<file path="src/core/pmr_regs.svh">
// Offsets, field positions, reset values and timing counts of the monitor register bank.
// Assumes a 20 MHz core clock and pointer-addressed 16-bit registers.
`ifndef PMR_REGS_SVH
`define PMR_REGS_SVH

`define PMR_PTR_CONFIG   4'h0
`define PMR_PTR_STATUS   4'h1
`define PMR_PTR_MASK     4'h2
`define PMR_PTR_SHUNT    4'h3
`define PMR_PTR_BUS      4'h4
`define PMR_PTR_POWER    4'h5
`define PMR_PTR_CURRENT  4'h6
`define PMR_PTR_SHMAX    4'h7
`define PMR_PTR_SHMIN    4'h8
`define PMR_PTR_BUSMAX   4'h9
`define PMR_PTR_BUSMIN   4'hA
`define PMR_PTR_PWRMAX   4'hB
`define PMR_PTR_SHPOSLIM 4'hC
`define PMR_PTR_SHNEGLIM 4'hD
`define PMR_PTR_PWRLIM   4'hE
`define PMR_PTR_BUSHILIM 4'hF

`define PMR_RST_CONFIG   16'h399F
`define PMR_RST_SHMAX    16'h8000
`define PMR_RST_SHMIN    16'h7FFF
`define PMR_RST_BUSMIN   16'hFFF8
`define PMR_RST_ZERO     16'h0000

`define PMR_CFG_RESET_BIT 15
`define PMR_ST_WOV        15
`define PMR_ST_WP         13
`define PMR_ST_WSP        12
`define PMR_ST_WSN        11
`define PMR_ST_CNVR       5
`define PMR_ST_SMBA       4
`define PMR_ST_OVF        3
`define PMR_BHL_POL_BIT   0
`define PMR_BHL_LATCH_BIT 1

`define PMR_UPDATE_NS    4000
`define PMR_CLK_MHZ      20
`define PMR_UPDATE_CYC   ((`PMR_UPDATE_NS * `PMR_CLK_MHZ) / 1000)

`endif

</file>
<file path="src/core/pmr_pkg.sv">
// Types shared by the monitor register bank.
// Assumes the constants of pmr_regs.svh for offsets and values.
`default_nettype none

package pmr_pkg;

   typedef struct packed {
      logic [15:0] shunt;
      logic [15:0] bus;
      logic [15:0] power;
      logic [15:0] current;
   } pmr_meas_t;

   typedef enum logic [0:0] {
      PMR_PH_HI = 1'b0,
      PMR_PH_LO = 1'b1
   } pmr_phase_t;

endpackage

`default_nettype wire

</file>
<file path="src/core/pmr_bank.sv">
// Pointer-addressed register bank of a current, voltage and power monitor.
// Assumes a serial byte engine on the same clock hands over pointer and data bytes.
// What this block does
// - Written contents take effect and read back within 4 us of write end.
// - Configuration at pointer 00 is read/write and resets to 399F.
// - Status at pointer 01 is read-only, resets to zero, reports flags.
// - Alert mask at pointer 02 is read/write, resets zero, gates alert.
// - Result registers at pointers 03 to 06 are read-only, reset to zero.
// - Current result stays zero until a nonzero calibration exists.
// - Pointer 07 tracks the most positive shunt result, resets 8000.
// - Pointer 08 tracks the most negative shunt result, resets 7FFF.
// - Pointer 09 tracks the highest bus result, resets zero.
// - Pointer 0A tracks the lowest bus result, resets FFF8.
// - Pointer 0B tracks the highest power result, resets zero.
// - Shunt above limit at 0C sets warning flag and warning pin.
// - Shunt below limit at 0D sets warning flag and warning pin.
// - Power above limit at 0E sets warning flag and warning pin.
// - Pointer 0F holds bus high limit plus pin polarity and latch bits.
// - Registers are 16 bits, moved as two bytes, high byte first.
// - Reading status clears flags; still-violated flags set again at once.
// - Writing configuration bit 15 restores all registers; bit self-clears.
`include "pmr_regs.svh"
`timescale 1ns/1ps
`default_nettype none

module pmr_bank (
   // Clock and reset
   input wire logic clk,
   input wire logic reset,
   // Byte engine side
   input wire logic ptr_valid,
   input wire logic wr_byte_valid,
   input wire logic rd_byte_req,
   input wire logic xfer_stop,
   input wire logic [7:0] wr_byte,
   output logic [7:0] rd_byte_q,
   output logic rd_valid_q,
   // Measurement side
   input wire logic meas_valid,
   input wire pmr_pkg::pmr_meas_t meas,
   input wire logic calib_nonzero,
   input wire logic ovf_event,
   // Control and pins
   output logic [15:0] config_q,
   output logic warn_pin_q,
   output logic alert_q
);

   logic [15:0] reg_q [0:15];
   logic [15:0] reg_d [0:15];
   logic [15:0] status_q;
   logic [15:0] status_d;
   logic [7:0] ptr_q;
   logic [7:0] wr_hi_q;
   logic [7:0] rd_lo_q;
   pmr_pkg::pmr_phase_t phase_q;
   pmr_pkg::pmr_phase_t phase_d;

   function automatic logic [15:0] rst_val(input logic [3:0] idx);
      case (idx)
         `PMR_PTR_CONFIG: rst_val = `PMR_RST_CONFIG;
         `PMR_PTR_SHMAX: rst_val = `PMR_RST_SHMAX;
         `PMR_PTR_SHMIN: rst_val = `PMR_RST_SHMIN;
         `PMR_PTR_BUSMIN: rst_val = `PMR_RST_BUSMIN;
         default: rst_val = `PMR_RST_ZERO;
      endcase
   endfunction

   // Byte framing and pointer decode
   wire ptr_in_bank = (ptr_q[7:4] == 4'h0);
   wire [3:0] ptr_idx = ptr_q[3:0];
   wire is_hi = (phase_q == pmr_pkg::PMR_PH_HI);
   wire wr_commit = wr_byte_valid && !is_hi;
   wire [15:0] wr_word = {wr_hi_q, wr_byte};
   wire ptr_ro = (ptr_idx == `PMR_PTR_STATUS) || ((ptr_idx >= `PMR_PTR_SHUNT)
                 && (ptr_idx <= `PMR_PTR_CURRENT));
   wire wr_ok = wr_commit && ptr_in_bank && !ptr_ro;
   // Reset bit rides in the high byte, so it is taken from the assembled word
   wire soft_rst = wr_ok && (ptr_idx == `PMR_PTR_CONFIG) && wr_word[`PMR_CFG_RESET_BIT];
   wire rd_status = rd_byte_req && is_hi && ptr_in_bank && (ptr_idx == `PMR_PTR_STATUS);

   // Read word is taken live, so a readback right after a write sees the new value
   wire [15:0] rd_word = !ptr_in_bank ? 16'h0000 :
                         (ptr_idx == `PMR_PTR_STATUS) ? status_q : reg_q[ptr_idx];

   // Limit comparisons against the live results
   wire [15:0] bhl = reg_q[`PMR_PTR_BUSHILIM];
   wire pin_pol = bhl[`PMR_BHL_POL_BIT];
   wire latch_en = bhl[`PMR_BHL_LATCH_BIT];
   wire cond_wov = reg_q[`PMR_PTR_BUS][15:3] > bhl[15:3];
   wire cond_wp = reg_q[`PMR_PTR_POWER] > reg_q[`PMR_PTR_PWRLIM];
   wire cond_wsp = $signed(reg_q[`PMR_PTR_SHUNT]) > $signed(reg_q[`PMR_PTR_SHPOSLIM]);
   wire cond_wsn = $signed(reg_q[`PMR_PTR_SHUNT]) < $signed(reg_q[`PMR_PTR_SHNEGLIM]);
   wire warn_any = |status_q[`PMR_ST_WOV:`PMR_ST_WSN];

   wire [15:0] sh_new = meas.shunt;
   wire [15:0] bus_new = meas.bus;
   wire [15:0] pwr_new = meas.power;
   wire [15:0] cur_new = calib_nonzero ? meas.current : 16'h0000;

   always_comb begin
      for (int i = 0; i < 16; i++) begin
         reg_d[i] = reg_q[i];
      end
      reg_d[`PMR_PTR_STATUS] = `PMR_RST_ZERO;
      if (meas_valid) begin
         reg_d[`PMR_PTR_SHUNT] = sh_new;
         reg_d[`PMR_PTR_BUS] = bus_new;
         reg_d[`PMR_PTR_POWER] = pwr_new;
         reg_d[`PMR_PTR_CURRENT] = cur_new;
         if ($signed(sh_new) > $signed(reg_q[`PMR_PTR_SHMAX])) begin
            reg_d[`PMR_PTR_SHMAX] = sh_new;
         end
         if ($signed(sh_new) < $signed(reg_q[`PMR_PTR_SHMIN])) begin
            reg_d[`PMR_PTR_SHMIN] = sh_new;
         end
         if (bus_new > reg_q[`PMR_PTR_BUSMAX]) begin
            reg_d[`PMR_PTR_BUSMAX] = bus_new;
         end
         if (bus_new < reg_q[`PMR_PTR_BUSMIN]) begin
            reg_d[`PMR_PTR_BUSMIN] = bus_new;
         end
         if (pwr_new > reg_q[`PMR_PTR_PWRMAX]) begin
            reg_d[`PMR_PTR_PWRMAX] = pwr_new;
         end
      end
      // A host write beats a peak update in the same cycle; the reset bit is never stored
      if (wr_ok) begin
         reg_d[ptr_idx] = wr_word;
         if (ptr_idx == `PMR_PTR_CONFIG) begin
            reg_d[ptr_idx][`PMR_CFG_RESET_BIT] = 1'b0;
         end
      end
      if (soft_rst) begin
         for (int i = 0; i < 16; i++) begin
            reg_d[i] = rst_val(4'(i));
         end
      end
   end

   // Status flags: a set in the clearing cycle wins
   wire st_clr = rd_status;
   wire [15:0] st_cond = {cond_wov, 1'b0, cond_wp, cond_wsp, cond_wsn, 11'h000};
   wire [15:0] st_hold = latch_en ? status_q : 16'h0000;
   wire [15:0] warn_next = st_cond | (st_hold & ~{16{st_clr}});
   wire [15:0] ev_set = {10'h000, meas_valid, 1'b0, ovf_event, 3'h0};
   wire [15:0] ev_next = ev_set | (status_q & ~{16{st_clr}});
   wire [15:0] mask_q = reg_q[`PMR_PTR_MASK];
   wire [15:0] flags_next = (warn_next & 16'hF800) | (ev_next & 16'h0028);
   wire alert_set = |(flags_next & ~mask_q & 16'hF828);
   wire smba_next = alert_set || (status_q[`PMR_ST_SMBA] && !st_clr);

   always_comb begin
      status_d = flags_next;
      status_d[`PMR_ST_SMBA] = smba_next;
      if (soft_rst) begin
         status_d = `PMR_RST_ZERO;
      end
   end

   always_comb begin
      phase_d = phase_q;
      if (ptr_valid || xfer_stop) begin
         phase_d = pmr_pkg::PMR_PH_HI;
      end else if (wr_byte_valid || rd_byte_req) begin
         case (phase_q)
            pmr_pkg::PMR_PH_HI: phase_d = pmr_pkg::PMR_PH_LO;
            pmr_pkg::PMR_PH_LO: phase_d = pmr_pkg::PMR_PH_HI;
            default: phase_d = pmr_pkg::PMR_PH_HI;
         endcase
      end
   end

   always_ff @(posedge clk) begin
      for (int i = 0; i < 16; i++) begin
         reg_q[i] <= reset ? rst_val(4'(i)) : reg_d[i];
      end
   end

   always_ff @(posedge clk) begin
      if (reset) begin
         status_q <= `PMR_RST_ZERO;
         phase_q <= pmr_pkg::PMR_PH_HI;
         ptr_q <= 8'h00;
         wr_hi_q <= 8'h00;
         rd_lo_q <= 8'h00;
      end else begin
         status_q <= status_d;
         phase_q <= phase_d;
         if (ptr_valid) begin
            ptr_q <= wr_byte;
         end
         if (wr_byte_valid && is_hi && !ptr_valid) begin
            wr_hi_q <= wr_byte;
         end
         if (rd_byte_req && is_hi) begin
            rd_lo_q <= rd_word[7:0];
         end
      end
   end

   // Low byte comes from the snapshot so both halves of one word match
   always_ff @(posedge clk) begin
      if (reset) begin
         rd_byte_q <= 8'h00;
         rd_valid_q <= 1'b0;
      end else begin
         rd_valid_q <= rd_byte_req;
         if (rd_byte_req) begin
            rd_byte_q <= is_hi ? rd_word[15:8] : rd_lo_q;
         end
      end
   end

   always_ff @(posedge clk) begin
      if (reset) begin
         config_q <= `PMR_RST_CONFIG;
         warn_pin_q <= 1'b1;
         alert_q <= 1'b0;
      end else begin
         config_q <= reg_d[`PMR_PTR_CONFIG];
         warn_pin_q <= pin_pol ? warn_any : !warn_any;
         alert_q <= status_d[`PMR_ST_SMBA];
      end
   end

   localparam int UPD_CYC = `PMR_UPDATE_CYC;

   write_commit_a: assert property (@(posedge clk) disable iff (reset)
      (wr_ok && !soft_rst && ptr_idx != `PMR_PTR_CONFIG) |=>
      reg_q[$past(ptr_idx)] == $past(wr_word))
      else $error("written register did not take the new value");

   write_readback_a: assert property (@(posedge clk) disable iff (reset)
      (wr_ok && ptr_idx == `PMR_PTR_MASK) ##1 (rd_byte_req && is_hi && !ptr_valid
      && !wr_byte_valid)[*1] |=> rd_byte_q == $past(wr_word[15:8], 2))
      else $error("readback after write returned stale data");

   cfg_reset_a: assert property (@(posedge clk) reset |=> config_q == `PMR_RST_CONFIG)
      else $error("configuration reset value wrong");

   ro_write_a: assert property (@(posedge clk) disable iff (reset)
      (wr_commit && ptr_ro && !meas_valid && !soft_rst) |=> $stable(reg_q[`PMR_PTR_POWER]))
      else $error("read-only result changed on a write");

   current_zero_a: assert property (@(posedge clk) disable iff (reset)
      (meas_valid && !calib_nonzero) |=> reg_q[`PMR_PTR_CURRENT] == 16'h0000)
      else $error("current nonzero without calibration");

   shunt_peak_a: assert property (@(posedge clk) disable iff (reset)
      (meas_valid && !wr_ok && $signed(sh_new) > $signed(reg_q[`PMR_PTR_SHMAX])) |=>
      reg_q[`PMR_PTR_SHMAX] == $past(sh_new))
      else $error("positive shunt peak not tracked");

   bus_low_a: assert property (@(posedge clk) disable iff (reset)
      (meas_valid && !wr_ok && bus_new < reg_q[`PMR_PTR_BUSMIN]) |=>
      reg_q[`PMR_PTR_BUSMIN] == $past(bus_new))
      else $error("bus minimum peak not tracked");

   soft_reset_a: assert property (@(posedge clk) disable iff (reset)
      soft_rst |=> (reg_q[`PMR_PTR_SHMIN] == `PMR_RST_SHMIN && config_q == `PMR_RST_CONFIG
      && status_q == 16'h0000))
      else $error("soft reset did not restore defaults");

   status_clear_a: assert property (@(posedge clk) disable iff (reset)
      (st_clr && !meas_valid && !ovf_event) |=> !status_q[`PMR_ST_CNVR] && !status_q[`PMR_ST_OVF])
      else $error("status read did not clear event flags");

   power_warn_a: assert property (@(posedge clk) disable iff (reset)
      (cond_wp && !soft_rst) |=> status_q[`PMR_ST_WP] ##1 (warn_pin_q == $past(pin_pol)))
      else $error("power warning flag or pin missing");

   shunt_warn_a: assert property (@(posedge clk) disable iff (reset)
      (cond_wsp && !soft_rst) |=> status_q[`PMR_ST_WSP])
      else $error("shunt positive warning flag missing");

   // Peak checks skip write cycles, where the host write wins over tracking
   shunt_low_a: assert property (@(posedge clk) disable iff (reset)
      (meas_valid && !wr_ok && $signed(sh_new) < $signed(reg_q[`PMR_PTR_SHMIN])) |=>
      reg_q[`PMR_PTR_SHMIN] == $past(sh_new))
      else $error("negative shunt peak not tracked");

   bus_high_a: assert property (@(posedge clk) disable iff (reset)
      (meas_valid && !wr_ok && bus_new > reg_q[`PMR_PTR_BUSMAX]) |=>
      reg_q[`PMR_PTR_BUSMAX] == $past(bus_new))
      else $error("bus maximum peak not tracked");

   power_peak_a: assert property (@(posedge clk) disable iff (reset)
      (meas_valid && !wr_ok && pwr_new > reg_q[`PMR_PTR_PWRMAX]) |=>
      reg_q[`PMR_PTR_PWRMAX] == $past(pwr_new))
      else $error("power peak not tracked");

   result_update_a: assert property (@(posedge clk) disable iff (reset)
      (meas_valid && !soft_rst) |=> (reg_q[`PMR_PTR_SHUNT] == $past(sh_new)
      && reg_q[`PMR_PTR_BUS] == $past(bus_new) && reg_q[`PMR_PTR_POWER] == $past(pwr_new)))
      else $error("result registers did not follow the conversion");

   status_reset_a: assert property (@(posedge clk) reset |=> status_q == 16'h0000)
      else $error("status reset value wrong");

   shunt_neg_warn_a: assert property (@(posedge clk) disable iff (reset)
      (cond_wsn && !soft_rst) |=> status_q[`PMR_ST_WSN])
      else $error("shunt negative warning flag missing");

   bus_warn_a: assert property (@(posedge clk) disable iff (reset)
      (cond_wov && !soft_rst) |=> status_q[`PMR_ST_WOV])
      else $error("bus over-voltage warning flag missing");

   warn_latch_a: assert property (@(posedge clk) disable iff (reset)
      (latch_en && status_q[`PMR_ST_WOV] && !st_clr && !soft_rst) |=> status_q[`PMR_ST_WOV])
      else $error("latched warning flag lost without a status read");

   alert_mask_a: assert property (@(posedge clk) disable iff (reset)
      ((mask_q & 16'hF828) == 16'hF828 && !status_q[`PMR_ST_SMBA]) |=> !alert_q)
      else $error("alert raised although every flag is masked");

   pin_level_a: assert property (@(posedge clk) disable iff (reset)
      (warn_any && pin_pol) |=> warn_pin_q)
      else $error("active-high warning pin not driven");

   ptr_load_a: assert property (@(posedge clk) disable iff (reset)
      ptr_valid |=> ptr_q == $past(wr_byte))
      else $error("pointer byte not loaded");

   update_time_c: cover property (@(posedge clk) disable iff (reset)
      wr_ok ##[1:UPD_CYC] rd_byte_req);
   soft_reset_c: cover property (@(posedge clk) disable iff (reset) soft_rst);
   status_read_c: cover property (@(posedge clk) disable iff (reset)
      st_clr && |status_q);
   warn_pin_c: cover property (@(posedge clk) disable iff (reset) $fell(warn_pin_q));
   warn_latch_c: cover property (@(posedge clk) disable iff (reset)
      latch_en && warn_any && st_clr);

endmodule

`default_nettype wire

</file>
<file path="config.mk">
export PLATFORM = sky130hd
export DESIGN_NAME = pmr_bank
export DESIGN_NICKNAME = d
export VERILOG_FILES = /design/src/core/pmr_pkg.sv /design/src/core/pmr_bank.sv
export VERILOG_INCLUDE_DIRS = /design/src /design/src/core
export SDC_FILE = /design/constraint.sdc
export NUM_CORES = 1
export LEC_CHECK = 0
export BUFFER_PORTS_ARGS = -buffer_cell sky130_fd_sc_hd__buf_2
export CAP_MARGIN = 20
export CORE_MARGIN = 5
export CORE_UTILIZATION = 50
export CTS_CLUSTER_SIZE = 40
export DETAILED_ROUTE_END_ITERATION = 8
export PLACE_DENSITY = 0.68
export SYNTH_ARGS = -nofsm -noshare
export SYNTH_HDL_FRONTEND = slang
export SYNTH_SLANG_ARGS = --single-unit
</file>
<file path="constraint.sdc">
create_clock -name clk -period 6.3 [get_ports clk]
set_input_delay 0.63 -clock clk [delete_from_list [all_inputs] [get_ports clk]]
set_output_delay 0.63 -clock clk [all_outputs]
set_load 0.05 [all_outputs]
</file>
# After elaboration in Yosys (flattened, before gate mapping)
# Memories as Yosys holds them, arrays and structs flattened. A register that Yosys moved wholly into a read port is not among the register bits.
# Index checks and enable logic that the tools add are counted.
dict set report totals {
  regBits 67
  ram_bits 256
  mem_count 1
  out_inout_bits 27
  inputBits 81
}
dict set report op_classes {
  eq_ne 1
  n_mux 39
  reduce_logical 27
  magnitude_cmp 13
  bitwise 12
}
# name depth width read_ports rd_clocked_by_memory_dff write_ports line_no
set mem_list {}
lappend mem_list {reg_q 16 16 16 1 16 pmr_bank.sv:49} ;# logic [15:0] reg_q [0:15];
# cell n
set ops {}
lappend ops {{two-way mux 256 bit} 3}
lappend ops {{two-way mux 16 bit} 27}
lappend ops {{AND 256 bit} 1}
lappend ops {{bitwise mux 256 bit} 1}
lappend ops {{NOT 256 bit} 1}
lappend ops {{two-way mux 144 bit} 1}
lappend ops {{demux 16 bit (select 4 bit)} 2}
lappend ops {{> comparator 16 bit} 5}
lappend ops {{less-than comparator 16 bit} 3}
lappend ops {{AND 16 bit} 2}
lappend ops {{NOT 16 bit} 2}
lappend ops {{OR 16 bit} 1}
lappend ops {{OR 16 x 6 -> 16 bit} 1}
lappend ops {{> comparator 13 bit} 1}
lappend ops {{logical AND 1 bit} 13}
lappend ops {{zero test 4 bit} 2}
lappend ops {{two-way mux 4 bit} 2}
lappend ops {{two-way mux 8 bit} 1}
lappend ops {{OR reduction 7 bit} 1}
lappend ops {{AND 6 bit} 1}
lappend ops {{OR 6 bit} 1}
lappend ops {{greater-or-equal comparator 5 bit, second input constant} 1}
lappend ops {{less-than comparator 5 x 1 -> 1 bit, second input constant} 1}
lappend ops {{NOT 4 -> 5 bit} 1}
lappend ops {{other kinds (10)} 17}

# Logic depth before layout (Yosys ltp)
# Gate-level depths: netlist of run 1.
dict set report logic_depth {
  word_depth 11
  depth_mapped 11
  mapped_depth_nobuf 9
}

# Least setup slack after synthesis of run 1
# Ideal clock, no wire load.
dict set report synth_timing {
  kind {input to register}
  from {in meas[21] (netlist name)}
  to {mem reg_q[11][10]}
  arrival_time_ns 2.585
  path_buffers 1
  t_required_ns 6.172
  setup_ns 0.128
  setup_slack_ns 3.586
  cell_stages 8
  path_cell_list {ha_1 -> a211o_1 -> o221ai_1 -> a21oi_1 -> o211ai_1 -> buf_2 -> mux2i_1 -> o21ai_0}
}
# element line_no
set synth_lines {}
lappend synth_lines {{from (decl)} pmr_bank.sv:40} ;# input wire pmr_pkg::pmr_meas_t meas,
lappend synth_lines {{to (decl)} pmr_bank.sv:49}

==> results of run 1 <==
==> per-stage QoR <==
| stage | hold slack, ns | util [%] | std cells | total power [mW] |
|---|---|---|---|---|
| after global routing | 0.2889 | 57.49 | 2403 | 5.310 |
| final | 0.2729 | 57.49 | 2403 | 5.148 |
| after global placement | 0.4349 | 53.56 | 2337 | 2.954 |
| after detailed placement | 0.4444 | 53.61 | 2338 | 2.980 |
| after floorplan | 0.4286 | - | 1881 | 2.676 |
| after CTS | 0.2703 | 57.38 | 2400 | 5.134 |
==> critical path: stages (launching register included) <==
cell       delay [ns]
dfxtp_1          0.43
inv_1            0.07
ha_1             0.26
a21boi_0         0.12
nor4_1           0.71
o2111ai_1        0.21
nand2_1          0.83
mux2i_1          0.27
o22ai_1          0.11
==> cell type report <==
cell class,count,share of cell area [%]
multi-input combinational,1320,51.24
sequential,303,32.38
clock buffer,46,5.438
timing repair buffer,132,3.970
tap,442,2.949
inverter,144,2.883
clock inverter,16,1.134
==> worst paths after layout <==
path,cells after the start,start,to
max,8,reg_q[8][1],reg_q[8][15]
min,2,xfer_stop,phase_q
max reg2reg,8,reg_q[8][1],reg_q[8][15]
min reg2reg,2,flip-flop,flip-flop
==> power breakdown <==
| group | total, mW | switching (mW) | internal [mW] |
|---|---|---|---|
| clock | 2.18 | 0.839 | 1.34 |
| combinational | 0.818 | 0.481 | 0.337 |
| sequential | 2.15 | 0.132 | 2.02 |
==> logic make-up after synthesis <==
kind of cell | count (synthesis) | share of synthesized area (%)
xor gates and xnor gates | 2 | 0.1056
buffers and inverters | 258 | 6.192
and+or+nand+nor | 591 | 15.54
muxes | 225 | 19.12
other | 1 | 0.02260
adders and majority gates | 138 | 10.41
DFF | 303 | 36.56
AOI/OAI and AO/OA | 348 | 12.04
==> layer usage <==
layer | vias up | wire length, µm | track usage, %
li1 | 6649 | - | -
met1 | 6996 | 23550 | 42.05
met2 | 802 | 25310 | 47.58
met3 | 177 | 5825 | 6.598
met4 | 0 | 3314 | 15.88
met5 | - | 0 | 0
==> layout by cell type, fill, tap and decap left out, types with 5 or more instances in the layout <==
cell type and n:
o211ai_1 15, nand4_1 28, a22oi_1 7, nor3_1 13, dfxtp_1 300, buf_2 106
nor2b_1 28, or4_1 6, clkinv_2 8, a21oi_1 174, nand2_1 294, buf_4 22
mux2i_1 147, a21o_1 8, nor4_1 5, nand2b_1 8, mux2_2 5, bufinv_16 5
or3_1 6, clkbuf_16 37, nand3_1 28, a211oi_1 21, mux4_2 73, conb_1 16
o21ai_0 86, and3_1 5, o21a_1 6, ha_1 138, clkbuf_8 6, inv_1 144
nor2_1 144
==> impl_metrics.json, run 1 <==
{
  "status": "finished clean",
  "maxSlewViolCount": 0,
  "cp-start-kind": "flip-flop",
  "synth_most_common_cell": "dfxtp_1",
  "worstSetupPathType": "reg -> reg",
  "worstMarginPinSlew_ns": 1.232,
  "critPathArrivalTime_ns": 3.54,
  "vias": 14624,
  "grt_pass1_wl_mm": 87.63,
  "max-slew-margin-rel_pct": 17.70,
  "cts_made_buffers": 34,
  "grt_max_degree": 80,
  "core_area_um2": 32620,
  "p_leak_nw": 7.703,
  "drtIter0Drc": 1693,
  "path_clk_slew_ns": 0.06,
  "overflow": 0,
  "min_period_ns": 3.167,
  "gp_congestion": 0.9740,
  "antennaDiodeCount": 0,
  "p_per_area_nw_per_um2": 274.5,
  "firstDrtPassIters": 6,
  "netlist_instances": 1866,
  "dp_hpwl_mm": 42.33,
  "async_reset_ff_share_pct": 0,
  "regArea_um2": 6072,
  "peakVddDrop_mv": 0.2060,
  "synth.top_cell.area_share_pct": 36.56,
  "antenna_found_initial": 0,
  "endpoint_kind": "flip-flop",
  "crit_fanout": 16,
  "port_buffers": 107,
  "dieArea_um2": 36920,
  "setup_slack_ns": 3.133,
  "dpl-instance-area_um2": 17490,
  "tns_ns": 0,
  "wl_per_cell_um": 24.14,
  "multi_input_area_um2": 9609,
  "vias_per_cell": 6.086,
  "synth_common_cells": "dfxtp_1, nand2_1, a21oi_1, nor2_1, mux2i_1",
  "reg2reg_setup_slack_ns": 3.13,
  "worstPathRequired_ns": 6.67,
  "die_h_um": 192.2,
  "fmax_ghz": 0.3157,
  "cts_hold_buf": 0,
  "synthTopCellsByArea": "dfxtp_1, ha_1, mux4_2",
  "avgSynthCellArea_um2": 8.890,
  "place_ws_ns": 2.913,
  "final_area_um2": 18750,
  "hold_viol": 0,
  "drive_gt1_share_pct": 14.99,
  "area_growth_pct": 13.03,
  "setup_viol": 0,
  "nFillCells": 2899,
  "clkSinkCount": 303,
  "ioPinCount": 108,
  "start_util_pct": 50.86,
  "cts.htree.levels": 2,
  "period_share_pct": 50.28,
  "clk_latency_ns": 0.52,
  "max-cap-violations": 0,
  "netlist_area_um2": 16590,
  "drc": 0,
  "row_count": 66,
  "first_global_vias": 14078,
  "hp-class": "in -> reg",
  "synth_edf_count": 0,
  "nets": 2154,
  "cts-root-buf": "clkbuf_16",
  "ys.flop_type": "dfxtp_1",
  "cts_resized": 0,
  "grt_usage_pct": 31.25,
  "totalWireLength_mm": 58.01,
  "rsz0062_at_grt": "no",
  "clk_path_buf_depth": 3,
  "ys_types": 61,
  "cts_setup_buffers": 0,
  "ys_seq_elements": 303,
  "clock_skew_ns": 0.009654,
  "yosys.area.top_type": "dfxtp_1",
  "yosysSeqAreaShare_pct": 36.56,
  "antenna_left": 0,
  "ys_warn_count": 0,
  "die_w_um": 192.2,
  "cts_tree": "yes"
}
No activity file was read; power rests on OpenSTA's default activity.
==> run 2, diff against run 1 <==
ABC_AREA = 1   (was default)
PLACE_DENSITY = 0.7   (was 0.68)
clock period = 2.8 ns   (was 6.3 ns; I/O delays follow)
==> run 2 against run 1 <==
Critical path depth rose by 7. Final cell count increased by 24%. First-iteration DRC count grew 29%. Die area is 3.2% higher. Routed wire length is 14% higher. Sequential power increased by 120%. Combinational power increased to 2.5 times the previous value. Sequential share of layout area decreased by 0.95 points. Core utilization decreased by 0.17 points. Clock power grew 120%. Synthesized cell count rose by 32%. Non-clock buffer count up 41. Critical endpoint is now reg_q[7][1].
==> impl_metrics.json, run 2 <==
{
  "pwr-share-seq_pct": 41.1,
  "overflow": 0,
  "grt_usage_pct": 33.11,
  "cts_made_buffers": 35,
  "port_buffers": 107,
  "synth_edf_count": 0,
  "min_delay_path_depth": 3,
  "min_period_ns": 2.419,
  "dp_hpwl_mm": 48.43,
  "nFillCells": 3268,
  "setup_slack_ns": 0.3807,
  "hp-class": "in -> reg",
  "setup_viol": 0,
  "yosys.area.top_type": "dfxtp_1",
  "power_mw": 11.48,
  "grt_pass1_wl_mm": 98.59,
  "vias": 17902,
  "drive_gt1_share_pct": 10.23,
  "netlist_area_um2": 17140,
  "totalWireLength_mm": 66.09,
  "maxSlewViolCount": 0,
  "max-slew-margin-rel_pct": 25.57,
  "wl_per_cell_um": 22.11,
  "ys_seq_elements": 303,
  "final_area_um2": 19320,
  "timing.rr.end": "reg_q[7][1]",
  "tns_ns": 0,
  "ys.flop_type": "dfxtp_1",
  "rsz0062_at_grt": "no",
  "synth_most_common_cell": "nand2_1",
  "p_per_area_nw_per_um2": 594.2,
  "place_ws_ns": 0.3733,
  "die_w_um": 195.2,
  "clk_latency_ns": 0.53,
  "reg2regPathDepth": 15,
  "cts_tree": "yes",
  "peakVddDrop_mv": 0.3895,
  "dpl-instance-area_um2": 18150,
  "firstDrtPassIters": 6,
  "place_inst": 2924,
  "dieArea_um2": 38090,
  "row_count": 67,
  "worstMarginPinSlew_ns": 1.115,
  "clock_power_share_pct": 40.9,
  "whs_endpoint": "status_q[3]",
  "yosysSeqAreaShare_pct": 35.38,
  "layout_commonest_cell": "nand2_1",
  "period_share_pct": 86.41,
  "synthTopCellsByArea": "dfxtp_1, a21oi_1, ha_1",
  "fin_hold_ws_ns": 0.02144,
  "ys_warn_count": 0,
  "hold_viol": 0,
  "netlist_instances": 2455,
  "cts_setup_buffers": 0,
  "endpoint_kind": "flip-flop",
  "fmax_ghz": 0.4133,
  "final_cell_mix": "nand2_1, a21oi_1, dfxtp_1",
  "cts-root-buf": "clkbuf_16",
  "ys_types": 45,
  "drtIter0Drc": 2184,
  "p_sw_mw": 3.584,
  "area_growth_pct": 12.69,
  "first_global_vias": 16267,
  "ioPinCount": 108,
  "synth.top_cell.area_share_pct": 35.38,
  "cp-start-kind": "flip-flop",
  "multi_input_area_um2": 9392,
  "max-cap-violations": 0,
  "worstPathRequired_ns": 3.22,
  "core_area_um2": 33700,
  "p_comb_share_pct": 18.0,
  "drc": 0,
  "clkSinkCount": 303,
  "final_util_pct": 57.32,
  "swShare_pct": 31.23,
  "async_reset_ff_share_pct": 0,
  "synth_common_cells": "nand2_1, a21oi_1, dfxtp_1, o21ai_0, inv_1",
  "nets": 2733,
  "min_from": "ovf_event",
  "p_int_mw": 7.894,
  "grt_max_degree": 119,
  "p_leak_nw": 8.534,
  "antenna_left": 0,
  "regToRegStartpoint": "reg_q[7][9]",
  "fin_cells": 2989,
  "status": "finished clean",
  "reg2reg_setup_slack_ns": 0.38,
  "worstSetupPathType": "reg -> reg",
  "antennaDiodeCount": 0,
  "path_clk_slew_ns": 0.06,
  "cts.htree.levels": 2,
  "crit_fanout": 17,
  "vias_per_cell": 5.989,
  "gp_congestion": 0.9900,
  "regArea_um2": 6071,
  "start_util_pct": 50.87,
  "antenna_found_initial": 1,
  "die_h_um": 195.2,
  "avgSynthCellArea_um2": 6.983,
  "critPathArrivalTime_ns": 2.84,
  "clk_path_buf_depth": 3,
  "clock_skew_ns": 0.02050
}
run 2: final cells by class:
cell class | count | area share (%)
clock inverters | 17 | 0.8096
multi-input cells | 1732 | 48.62
inverters | 269 | 5.259
clock buffers | 47 | 5.182
repair buffers | 173 | 5.804
well taps | 448 | 2.902
flip-flops and latches | 303 | 31.43
run 2: critical path: stages, from the launching register on:
cell and delay (ns):
dfxtp_1 0.35, inv_1 0.06, ha_1 0.28, nand2_1 0.07, inv_1 0.03, o21ai_0 0.13, a21oi_1 0.09, nor2_1 0.15
nand2_1 0.09, nand2_2 0.22, nand3_1 0.32, buf_4 0.28, nand2_1 0.06, nand3_1 0.06, nand2_1 0.07, inv_1 0.04
run 2: kinds of logic (layout without fill, tap and decap cells):
logic type / Yosys count / count (layout) / share of synthesized area, %
buf+inv: 435 / 506 / 10.19
other cells: 1 / 16 / 0.02188
xor+xnor: 1 / 1 / 0.05110
compound gates: 784 / 784 / 24.23
fa+ha+maj: 138 / 138 / 10.07
flops: 303 / 303 / 35.38
simple gates: 793 / 793 / 20.05
run 2: how the worst max path moves through the flow:
stage	start	to	slack, ns
4_1_cts	reg_q[7][9]	reg_q[7][3]	0.42
2_1_floorplan	reg_q[7][9]	reg_q[7][8]	0.87
3_5_place_dp	meas[57]	reg_q[7][3]	0.37
5_1_grt	reg_q[7][9]	reg_q[7][3]	0.12
3_3_place_gp	meas[53]	reg_q[7][4]	0.42
6_report	reg_q[7][9]	reg_q[7][1]	0.38
run 2: per-layer routing:
layer | vias up | part of all wire (%) | track usage [%]
li1 | 8435 | - | -
met1 | 8352 | 42 | 47.05
met2 | 953 | 42 | 49.11
met3 | 162 | 10 | 6.531
met4 | 0 | 5.0 | 13.94
met5 | - | 0 | 0
run 2: what timing repair did:
item / 4_1_cts / 5_1_grt
endpoints found under the setup margin: 0 / 0
resized for setup: 0 / 0
hold endpoints to repair: 1 / 0
hold buffers: 1 / 0
run 2: power groups by stage:
| stage | logic [mW] | registers [mW] | clock network, mW |
|---|---|---|---|
| finish | 2.07 | 4.72 | 4.69 |
| global route | 2.26 | 4.73 | 4.90 |
| CTS | 2.01 | 4.70 | 4.72 |
| detailed placement | 2.00 | 4.79 | 0 |
| global placement | 1.97 | 4.79 | 0 |
| floorplan | 1.28 | 4.74 | 0 |
